<file path="src/temp_event_defines.svh">
// Constants for the module temperature event monitor: register pointers, field
// positions, reset values and hysteresis steps. Definitions only.
// How it works
// - Sensor samples are latched continuously unless shut down, and returned on serial reads at pointer five.
// - One open-drain alert pin belongs to the temperature sensor alone.
// - Alert supports interrupt, comparator and critical-only behaviour, host selected.
// - Host writes configuration at pointer one; hysteresis and mode steer alert logic.
// - Host loads upper and lower window limits; each reading is compared to both.
// - With window enabled, alert asserts above upper or below lower limit.
// - Interrupt behaviour holds alert until software clears it via configuration.
// - Comparator behaviour ignores clears; alert drops when temperature is back inside.
// - Critical-only asserts only above critical limit, comparator style, not clearable.
// - Mode bit zero: clear is comparator, set is interrupt; locked while any lock set.
`ifndef TEMP_EVENT_DEFINES_SVH
`define TEMP_EVENT_DEFINES_SVH

`define PTR_CAPABILITY 3'h0
`define PTR_CONFIG     3'h1
`define PTR_UPPER      3'h2
`define PTR_LOWER      3'h3
`define PTR_CRITICAL   3'h4
`define PTR_TEMP       3'h5

`define CAPABILITY_VAL 16'h0001
`define CONFIG_RST     16'h0000
`define LIMIT_RST      16'h0000
`define CONFIG_KEEP    16'h07cf

`define CFG_MODE       0
`define CFG_POLARITY   1
`define CFG_CRIT_ONLY  2
`define CFG_OUT_EN     3
`define CFG_STATUS     4
`define CFG_CLEAR      5
`define CFG_ALARM_LOCK 6
`define CFG_CRIT_LOCK  7
`define CFG_SHUTDOWN   8
`define CFG_HYST_LO    9
`define CFG_HYST_HI    10

// Hysteresis in 0.0625 degree steps: 1.5, 3 and 6 degrees
`define HYST_STEP1     13'h0018
`define HYST_STEP2     13'h0030
`define HYST_STEP3     13'h0060

`define SLAVE_BASE     4'h3

`endif

</file>
<file path="src/temp_event_pkg.sv">
// Types shared by the temperature event monitor.
// Assumes the defines header is compiled alongside.
package temp_event_pkg;
   typedef enum logic [2:0] {
      BUS_IDLE,
      BUS_RX,
      BUS_ACK,
      BUS_TX,
      BUS_MACK
   } bus_state_t;
endpackage

</file>
<file path="src/alert_engine.sv">
// Alert evaluation: window and critical comparisons with hysteresis, the three
// behaviours, and the registered open-drain alert pin.
// Assumes limits and reading share the same signed 13-bit format.
`timescale 1ns/10ps
`include "temp_event_defines.svh"
module alert_engine
   import temp_event_pkg::*;
(
   input  wire logic        sys_clk,
   input  wire logic        rst_n,
   input  wire logic [12:0] temp,
   input  wire logic [12:0] upper,
   input  wire logic [12:0] lower,
   input  wire logic [12:0] crit,
   input  wire logic        int_mode,
   input  wire logic        crit_only,
   input  wire logic        out_en,
   input  wire logic        polarity,
   input  wire logic [1:0]  hyst,
   input  wire logic        clear_evt,
   output logic             asserted,
   output logic             event_o,
   output logic             event_oe
);
   logic               win_q;
   logic               crit_q;
   logic               irq_q;
   logic signed [12:0] t_s;
   logic signed [12:0] up_s;
   logic signed [12:0] lo_s;
   logic signed [12:0] cr_s;
   logic signed [12:0] hyst_s;
   logic               win_set;
   logic               win_rel;
   logic               crit_set;
   logic               crit_rel;
   logic               irq_d;
   logic               event_d;

   assign t_s      = temp;
   assign up_s     = upper;
   assign lo_s     = lower;
   assign cr_s     = crit;
   assign hyst_s   = (hyst == 2'h0) ? 13'h0000 :
                     (hyst == 2'h1) ? `HYST_STEP1 :
                     (hyst == 2'h2) ? `HYST_STEP2 : `HYST_STEP3;
   assign win_set  = (t_s > up_s) || (t_s < lo_s);
   assign win_rel  = (t_s <= up_s - hyst_s) && (t_s >= lo_s + hyst_s);
   assign crit_set = t_s > cr_s;
   assign crit_rel = t_s <= cr_s - hyst_s;
   // New window crossing latches; a clear in the same cycle loses to it
   assign irq_d    = (win_set && !win_q) || (irq_q && !clear_evt);
   assign event_d  = crit_only ? crit_q :
                     int_mode  ? (irq_q || crit_q) : (win_q || crit_q);

   always_ff @(posedge sys_clk or negedge rst_n) begin
      if (!rst_n) begin
         win_q  <= 1'b0;
         crit_q <= 1'b0;
         irq_q  <= 1'b0;
      end else begin
         win_q  <= win_set || (win_q && !win_rel);
         crit_q <= crit_set || (crit_q && !crit_rel);
         irq_q  <= irq_d;
      end
   end

   // Pin is pulled low when active with low polarity, or idle with high polarity
   always_ff @(posedge sys_clk or negedge rst_n) begin
      if (!rst_n) begin
         asserted <= 1'b0;
         event_o  <= 1'b0;
         event_oe <= 1'b0;
      end else begin
         asserted <= out_en && event_d;
         event_o  <= 1'b0;
         event_oe <= (out_en && event_d) ^ polarity;
      end
   end
endmodule

</file>
<file path="src/temp_event_monitor.sv">
// Top of the temperature event monitor: serial-bus slave with pointer and
// 16-bit registers, sample capture, and the alert engine.
// Assumes scl/sda inputs are already synchronous to sys_clk and filtered.
`timescale 1ns/10ps
`include "temp_event_defines.svh"
module temp_event_monitor
   import temp_event_pkg::*;
(
   input  wire logic        sys_clk,
   input  wire logic        rst_n,
   input  wire logic [2:0]  addr_pins,
   input  wire logic        scl_i,
   input  wire logic        sda_i,
   output logic             sda_o,
   output logic             sda_oe,
   input  wire logic [12:0] temp_sample,
   input  wire logic        temp_valid,
   output logic             event_o,
   output logic             event_oe
);
   bus_state_t  state_q;
   logic        scl_q;
   logic        sda_q;
   logic [3:0]  cnt_q;
   logic [7:0]  shift_q;
   logic [1:0]  idx_q;
   logic        rw_q;
   logic        tx_lo_q;
   logic [2:0]  ptr_q;
   logic [7:0]  hi_q;
   logic [15:0] cfg_q;
   logic [15:0] upper_q;
   logic [15:0] lower_q;
   logic [15:0] crit_q;
   logic [15:0] temp_q;
   logic        asserted;

   logic        scl_rise;
   logic        scl_fall;
   logic        bus_start;
   logic        bus_stop;
   logic        byte_done;
   logic        addr_hit;
   logic        read_go;
   logic        reg_wr;
   logic [15:0] wdata;
   logic [15:0] rd_data;
   logic        locked;
   logic [15:0] cfg_d;
   logic        clear_evt;

   assign scl_rise  = scl_i && !scl_q;
   assign scl_fall  = !scl_i && scl_q;
   assign bus_start = scl_i && scl_q && sda_q && !sda_i;
   assign bus_stop  = scl_i && scl_q && !sda_q && sda_i;
   assign byte_done = (state_q == BUS_RX) && scl_fall && (cnt_q == 4'h8);
   assign addr_hit  = shift_q[7:1] == {`SLAVE_BASE, addr_pins};
   assign read_go   = rw_q && (idx_q == 2'h1);
   assign reg_wr    = byte_done && (idx_q == 2'h3) && !rw_q;
   assign wdata     = {hi_q, shift_q};

   assign rd_data = (ptr_q == `PTR_CAPABILITY) ? `CAPABILITY_VAL :
                    (ptr_q == `PTR_CONFIG)     ? (cfg_q | {11'h000, asserted, 4'h0}) :
                    (ptr_q == `PTR_UPPER)      ? upper_q :
                    (ptr_q == `PTR_LOWER)      ? lower_q :
                    (ptr_q == `PTR_CRITICAL)   ? crit_q :
                    (ptr_q == `PTR_TEMP)       ? temp_q : 16'h0000;

   // Lock bits are sticky; mode bit is frozen while any lock is set
   assign locked = cfg_q[`CFG_ALARM_LOCK] || cfg_q[`CFG_CRIT_LOCK];
   assign cfg_d  = (wdata & `CONFIG_KEEP & ~16'h0001)
                 | {8'h00, cfg_q[`CFG_CRIT_LOCK], cfg_q[`CFG_ALARM_LOCK], 6'h00}
                 | {15'h0000, locked ? cfg_q[`CFG_MODE] : wdata[`CFG_MODE]};
   assign clear_evt = reg_wr && (ptr_q == `PTR_CONFIG) && wdata[`CFG_CLEAR];

   always_ff @(posedge sys_clk or negedge rst_n) begin
      if (!rst_n) begin
         scl_q <= 1'b1;
         sda_q <= 1'b1;
      end else begin
         scl_q <= scl_i;
         sda_q <= sda_i;
      end
   end

   // Serial-bus slave: receive address, pointer and data; transmit high and low bytes in turn until the host does not acknowledge
   always_ff @(posedge sys_clk or negedge rst_n) begin
      if (!rst_n) begin
         state_q <= BUS_IDLE;
         cnt_q   <= 4'h0;
         shift_q <= 8'h00;
         idx_q   <= 2'h0;
         tx_lo_q <= 1'b0;
         sda_oe  <= 1'b0;
      end else if (bus_start) begin
         state_q <= BUS_RX;
         cnt_q   <= 4'h0;
         idx_q   <= 2'h0;
         sda_oe  <= 1'b0;
      end else if (bus_stop) begin
         state_q <= BUS_IDLE;
         sda_oe  <= 1'b0;
      end else begin
         case (state_q)
            BUS_RX: begin
               if (scl_rise) begin
                  shift_q <= {shift_q[6:0], sda_i};
                  cnt_q   <= cnt_q + 4'h1;
               end else if (byte_done) begin
                  idx_q <= (idx_q == 2'h3) ? 2'h2 : idx_q + 2'h1;
                  if (idx_q == 2'h0 && !addr_hit) begin
                     state_q <= BUS_IDLE;
                  end else begin
                     state_q <= BUS_ACK;
                     sda_oe  <= 1'b1;
                  end
               end
            end
            BUS_ACK: begin
               if (scl_fall) begin
                  cnt_q <= read_go ? 4'h1 : 4'h0;
                  if (read_go) begin
                     state_q <= BUS_TX;
                     shift_q <= {rd_data[14:8], 1'b0};
                     sda_oe  <= !rd_data[15];
                     tx_lo_q <= 1'b1;
                  end else begin
                     state_q <= BUS_RX;
                     sda_oe  <= 1'b0;
                  end
               end
            end
            BUS_TX: begin
               if (scl_fall) begin
                  if (cnt_q == 4'h8) begin
                     state_q <= BUS_MACK;
                     sda_oe  <= 1'b0;
                  end else begin
                     sda_oe  <= !shift_q[7];
                     shift_q <= {shift_q[6:0], 1'b0};
                     cnt_q   <= cnt_q + 4'h1;
                  end
               end
            end
            BUS_MACK: begin
               if (scl_rise && sda_i) begin
                  state_q <= BUS_IDLE;
               end else if (scl_fall) begin
                  state_q <= BUS_TX;
                  cnt_q   <= 4'h1;
                  tx_lo_q <= !tx_lo_q;
                  sda_oe  <= tx_lo_q ? !rd_data[7] : !rd_data[15];
                  shift_q <= tx_lo_q ? {rd_data[6:0], 1'b0} : {rd_data[14:8], 1'b0};
               end
            end
            default: begin
               state_q <= BUS_IDLE;
            end
         endcase
      end
   end

   // Protocol side registers: direction, pointer, high data byte, open-drain data
   always_ff @(posedge sys_clk or negedge rst_n) begin
      if (!rst_n) begin
         rw_q  <= 1'b0;
         ptr_q <= `PTR_CAPABILITY;
         hi_q  <= 8'h00;
         sda_o <= 1'b0;
      end else begin
         sda_o <= 1'b0;
         if (byte_done && idx_q == 2'h0) begin
            rw_q <= shift_q[0];
         end
         if (byte_done && idx_q == 2'h1) begin
            ptr_q <= shift_q[2:0];
         end
         if (byte_done && idx_q == 2'h2) begin
            hi_q <= shift_q;
         end
      end
   end

   // Register file; limit writes are refused while their lock is set
   always_ff @(posedge sys_clk or negedge rst_n) begin
      if (!rst_n) begin
         cfg_q   <= `CONFIG_RST;
         upper_q <= `LIMIT_RST;
         lower_q <= `LIMIT_RST;
         crit_q  <= `LIMIT_RST;
      end else if (reg_wr) begin
         if (ptr_q == `PTR_CONFIG) begin
            cfg_q <= cfg_d;
         end
         if (ptr_q == `PTR_UPPER && !cfg_q[`CFG_ALARM_LOCK]) begin
            upper_q <= wdata;
         end
         if (ptr_q == `PTR_LOWER && !cfg_q[`CFG_ALARM_LOCK]) begin
            lower_q <= wdata;
         end
         if (ptr_q == `PTR_CRITICAL && !cfg_q[`CFG_CRIT_LOCK]) begin
            crit_q <= wdata;
         end
      end
   end

   // Continuous sampling unless shut down
   always_ff @(posedge sys_clk or negedge rst_n) begin
      if (!rst_n) begin
         temp_q <= 16'h0000;
      end else if (temp_valid && !cfg_q[`CFG_SHUTDOWN]) begin
         temp_q <= {{3{temp_sample[12]}}, temp_sample};
      end
   end

   alert_engine u_alert (
      .sys_clk   (sys_clk),
      .rst_n     (rst_n),
      .temp      (temp_q[12:0]),
      .upper     (upper_q[12:0]),
      .lower     (lower_q[12:0]),
      .crit      (crit_q[12:0]),
      .int_mode  (cfg_q[`CFG_MODE]),
      .crit_only (cfg_q[`CFG_CRIT_ONLY]),
      .out_en    (cfg_q[`CFG_OUT_EN]),
      .polarity  (cfg_q[`CFG_POLARITY]),
      .hyst      (cfg_q[`CFG_HYST_HI:`CFG_HYST_LO]),
      .clear_evt (clear_evt),
      .asserted  (asserted),
      .event_o   (event_o),
      .event_oe  (event_oe)
   );
endmodule

</file>
<file path="config.mk">
export PLATFORM = sky130hd
export DESIGN_NAME = temp_event_monitor
export DESIGN_NICKNAME = d
export VERILOG_FILES = /design/src/temp_event_pkg.sv /design/src/alert_engine.sv /design/src/temp_event_monitor.sv
export VERILOG_INCLUDE_DIRS = /design/src
export SDC_FILE = /design/constraint.sdc
export NUM_CORES = 1
export LEC_CHECK = 0
export BUFFER_PORTS_ARGS = -buffer_cell sky130_fd_sc_hd__buf_2
export CAP_MARGIN = 20
export CORE_ASPECT_RATIO = 0.8
export CORE_MARGIN = 10
export CORE_UTILIZATION = 65
export CTS_BUF_LIST = sky130_fd_sc_hd__clkbuf_8
export DETAILED_ROUTE_END_ITERATION = 6
export PLACE_DENSITY = 0.82
export SYNTH_ARGS = -nofsm -noshare
export SYNTH_HDL_FRONTEND = slang
export SYNTH_SLANG_ARGS = --single-unit
</file>
<file path="constraint.sdc">
create_clock -name sys_clk -period 9 [get_ports sys_clk]
set_input_delay 0.9 -clock sys_clk [delete_from_list [all_inputs] [get_ports sys_clk]]
set_output_delay 0.9 -clock sys_clk [all_outputs]
set_load 0.1 [all_outputs]
</file>
==> metrics.md <==
| Metric | Value |
|---|---|
| Routed len/inst | `22.4 µm` |
| Seq/Total Area, Yosys | `35.4%` |
| Later-pin clock latency in the skew report | `0.39 ns` |
| Leakage power | `0.00379 µW` |
| Die area | `16,500 µm²` |
| Required time worst endpoint | `9.34 ns` |
| Status | `completed` |
| CP startpoint kind | `flip-flop` |
| # port buffers | `22` |
| Synthesis-to-layout area growth | `4.88%` |
| Die height | `117 µm` |
| Sw Share | `32.6%` |
| Cts bufs inserted | `9` |
| Via count of the routed design | `6,317` |
| Cell mode on critical path | `ha_1` |
| Final Max Tran Viols | `0` |
| Worst path arrival time | `4.00 ns` |
| Global-route wire length before repair | `33.4 mm` |
| Num ports | `25` |
| Number of instances in the placed design | `930` |
| Layout Utilization | `69.6%` |
| Vias in the first global route | `6,267` |
| Combinational power share | `14.9%` |
| Synth top area cells | `dfrtp_1 35%, ha_1 14%, mux2_2 10%` |
| Root Buffer | `clkbuf_8` |
| Core area | `11,500 µm²` |
| Synth Cell Area | `7640 µm²` |
| Initial Util | `66.4%` |
| Initial antenna violation count | `0` |
| Die Wd | `141 µm` |
| Clock power share | `28.7%` |
| Hold Crit Class | `in -> async` |
| FFs w/ async S/R, synth | `100%` |
| Yosys top cell by area | `dfrtp_1` |
| R2r setup slk | `5.34 ns` |
| Layout Nets | `904` |
| Sink Count | `108` |
| ANT nets after route | `0` |
| Distinct cells, synth | `73` |
| DR pass1 iterations | `7` |
| Internal cell power | `680 µW` |
| Placer Congestion | `0.992` |
| Most frequent cells in the layout | `106 x dfrtp_1, 86 x ha_1, 68 x mux2_2` |
| Top FF cell, synth | `dfrtp_1` |
| Most common cell after layout, fill and taps aside | `dfrtp_1` |
| Clock tree buffer depth | `2` |
| Endpoints failing setup | `0` |
| H-tree levels | `3` |
| Post-cts gate resize count | `0` |
| Hold buffer count at cts | `0` |
| DP HPWL | `16.0 mm` |
| # diodes | `0` |
| Layout cells sized above 1 | `15.9%` |
| CTS tree | `done` |
| Crit Path Category | `reg -> reg` |
| DRC | `0` |
| Slowest-stage cell, CP | `dfrtp_1` |
| Hold slack | `0.470 ns` |
| Vias/cell | `6.67` |
| Mapped Cells | `786` |
| Clock transition at the registers of the reported paths | `0.12 ns` |
| Rel. slew slack | `35.5%` |
| Worst slew pin tran | `0.967 ns` |
| Final worst-path cycle share | `40.7%` |
| Area share of the largest cell type after synthesis | `34.7%` |
| Register bit total from synthesis | `108` |
| Final Skew | `0.0202 ns` |
| P per Cell Area | `126 nW/µm²` |
| Avg Cell Area, Syn | `9.72 µm²` |
| Crit end category | `flip-flop` |
| Largest net degree at the start of global routing | `75` |
| Total GRT Usage | `26.0%` |
| Rows | `35` |
| Synth warnings | `0` |
| Max capacitance violation total | `0` |
| # Post-CTS Setup Buffers | `0` |
| Critical Path Max Stage Delay | `0.43 ns` |
| Max IR drop VDD | `99.0 µV` |
| EDFF count, synth | `0` |
| DRT Wirelength | `21.2 mm` |
| Final Hold Viols | `0` |
| RSZ-0062 raised after global routing | `false` |
| Flop pwr share | `56.4%` |
| Initial DRC Count | `695` |
| Finished Layout Cells | `947` |
| Final worst path period need | `3.66 ns` |
| Psw | `329 µW` |
| Critical path fanouts, max | `4` |
| Total global routing overflow | `0` |
| Critical-path cell list | `inv_1, ha_1, inv_1, ha_1, a21oi_1, o21bai_1, a211o_1, nor3_1, xnor2_1, ha_1, nand4_1, nor3_1, o21ai_0, a221oi_1, o31ai_1, nand2_1` |
| Fmax | `0.273 GHz` |
| Setup TNS | `0 ns` |
[state kept, by name, summed over array words and instances, names as in the netlist, 2 cells and up]
| name | flops |
|---|---|
| cfg_q | 9 |
| idx_q | 2 |
| state_q | 3 |
| upper_q | 16 |
| cnt_q | 4 |
| ptr_q | 3 |
| shift_q | 8 |
| hi_q | 8 |
| crit_q | 16 |
| lower_q | 16 |
| temp_q | 13 |
[critical path, delay by kind of cell, from the launching register on]
| kind | cells | cell delay, ns |
|---|---|---|
| AO/OA/AOI/OAI | 6 | 1.14 |
| XOR/XNOR | 1 | 0.10 |
| adder cells (fa/ha/maj) | 3 | 0.98 |
| buffers and inverters | 2 | 0.29 |
| flip-flops | 1 | 0.43 |
| AND/OR/NAND/NOR | 4 | 0.68 |
[path summary, 6_finish.rpt]
| check | start | end | cells past startpoint |
|---|---|---|---|
| worst max-delay path | cfg_q[9]$_DFFE_PN0P_ | u_alert.win_q$_DFF_PN0_ | 16 |
| worst min-delay path | rst_n | u_alert.win_q$_DFF_PN0_ | 1 |
| worst max register to register | cfg_q[9]$_DFFE_PN0P_ | u_alert.win_q$_DFF_PN0_ | 16 |
| worst min register to register | sda_oe$_DFFE_PN0P_ | sda_oe$_DFFE_PN0P_ | 2 |
| max in group asynchronous | rst_n | lower_q[14]$_DFFE_PN0P_ | 2 |
| min in group sys_clk | sda_oe$_DFFE_PN0P_ | sda_oe$_DFFE_PN0P_ | 2 |
[synthesized netlist by cell type (4+ instances only)]
library cell,count
xnor2_1,22
nor2b_1,14
a21o_1,13
a221oi_1,5
o22ai_1,12
o31ai_1,4
nor3_1,14
a211oi_1,5
o21ai_0,51
nor4_1,5
o21a_1,6
nand3_1,15
mux2_2,68
clkbuf_1,19
mux2i_1,17
nor2_1,38
inv_1,61
nand2b_1,11
xor2_1,8
ha_1,86
o211ai_1,8
buf_2,6
a21oi_1,39
nand4_1,6
dfrtp_1,106
nand2_1,61
a22oi_1,11
a211o_1,4
[through the flow]
| stage | setup WS, ns | total power [µW] | cell area [µm²] |
|---|---|---|---|
| after global routing | 5.08 | 1060 | 8020 |
| after detailed placement | 5.43 | 722 | 7820 |
| after floorplan | 5.81 | 658 | 7650 |
| final | 5.34 | 1010 | 8020 |
| after global placement | 5.61 | 711 | 7820 |
| after CTS | 5.40 | 1010 | 8010 |
[cells by family (layout without fill, tap and decap cells)]
logic type	after synthesis	in the layout	synth area share, %
muxes	86	86	12.4
buffers and inverters	93	105	5.07
AOI/OAI and AO/OA	185	185	15.6
DFF	108	108	35.4
adders and majority gates	89	89	14.9
other	1	2	0.0491
xor gates and xnor gates	30	30	3.44
and+or+nand+nor	194	194	13.2
[power groups by stage]
stage	Combinational (µW)	Sequential, µW	Clock [µW]
2_1_floorplan	116	543	0
3_3_place_gp	139	572	0
3_5_place_dp	149	574	0
4_1_cts	149	565	295
5_1_grt	172	570	316
6_report	151	569	290
[area by class of cell]
class                   count  area (µm²)
clock buffers               9         124
multi-input cells         586        4550
repair buffers             28         158
inverters                  61         229
well taps                 148         185
fillers                   913        3500
flip-flops and latches    108        2710
clock inverters             7        61.3
[routing by layer]
metal	track usage, %	vias up	part of all wire, %
met2	38.0	350	43
met3	6.98	74	11
met4	11.4	0	3.7
met1	35.5	3052	43
met5	0	-	0
li1	-	2841	-
(Power assumes the default switching activity.)
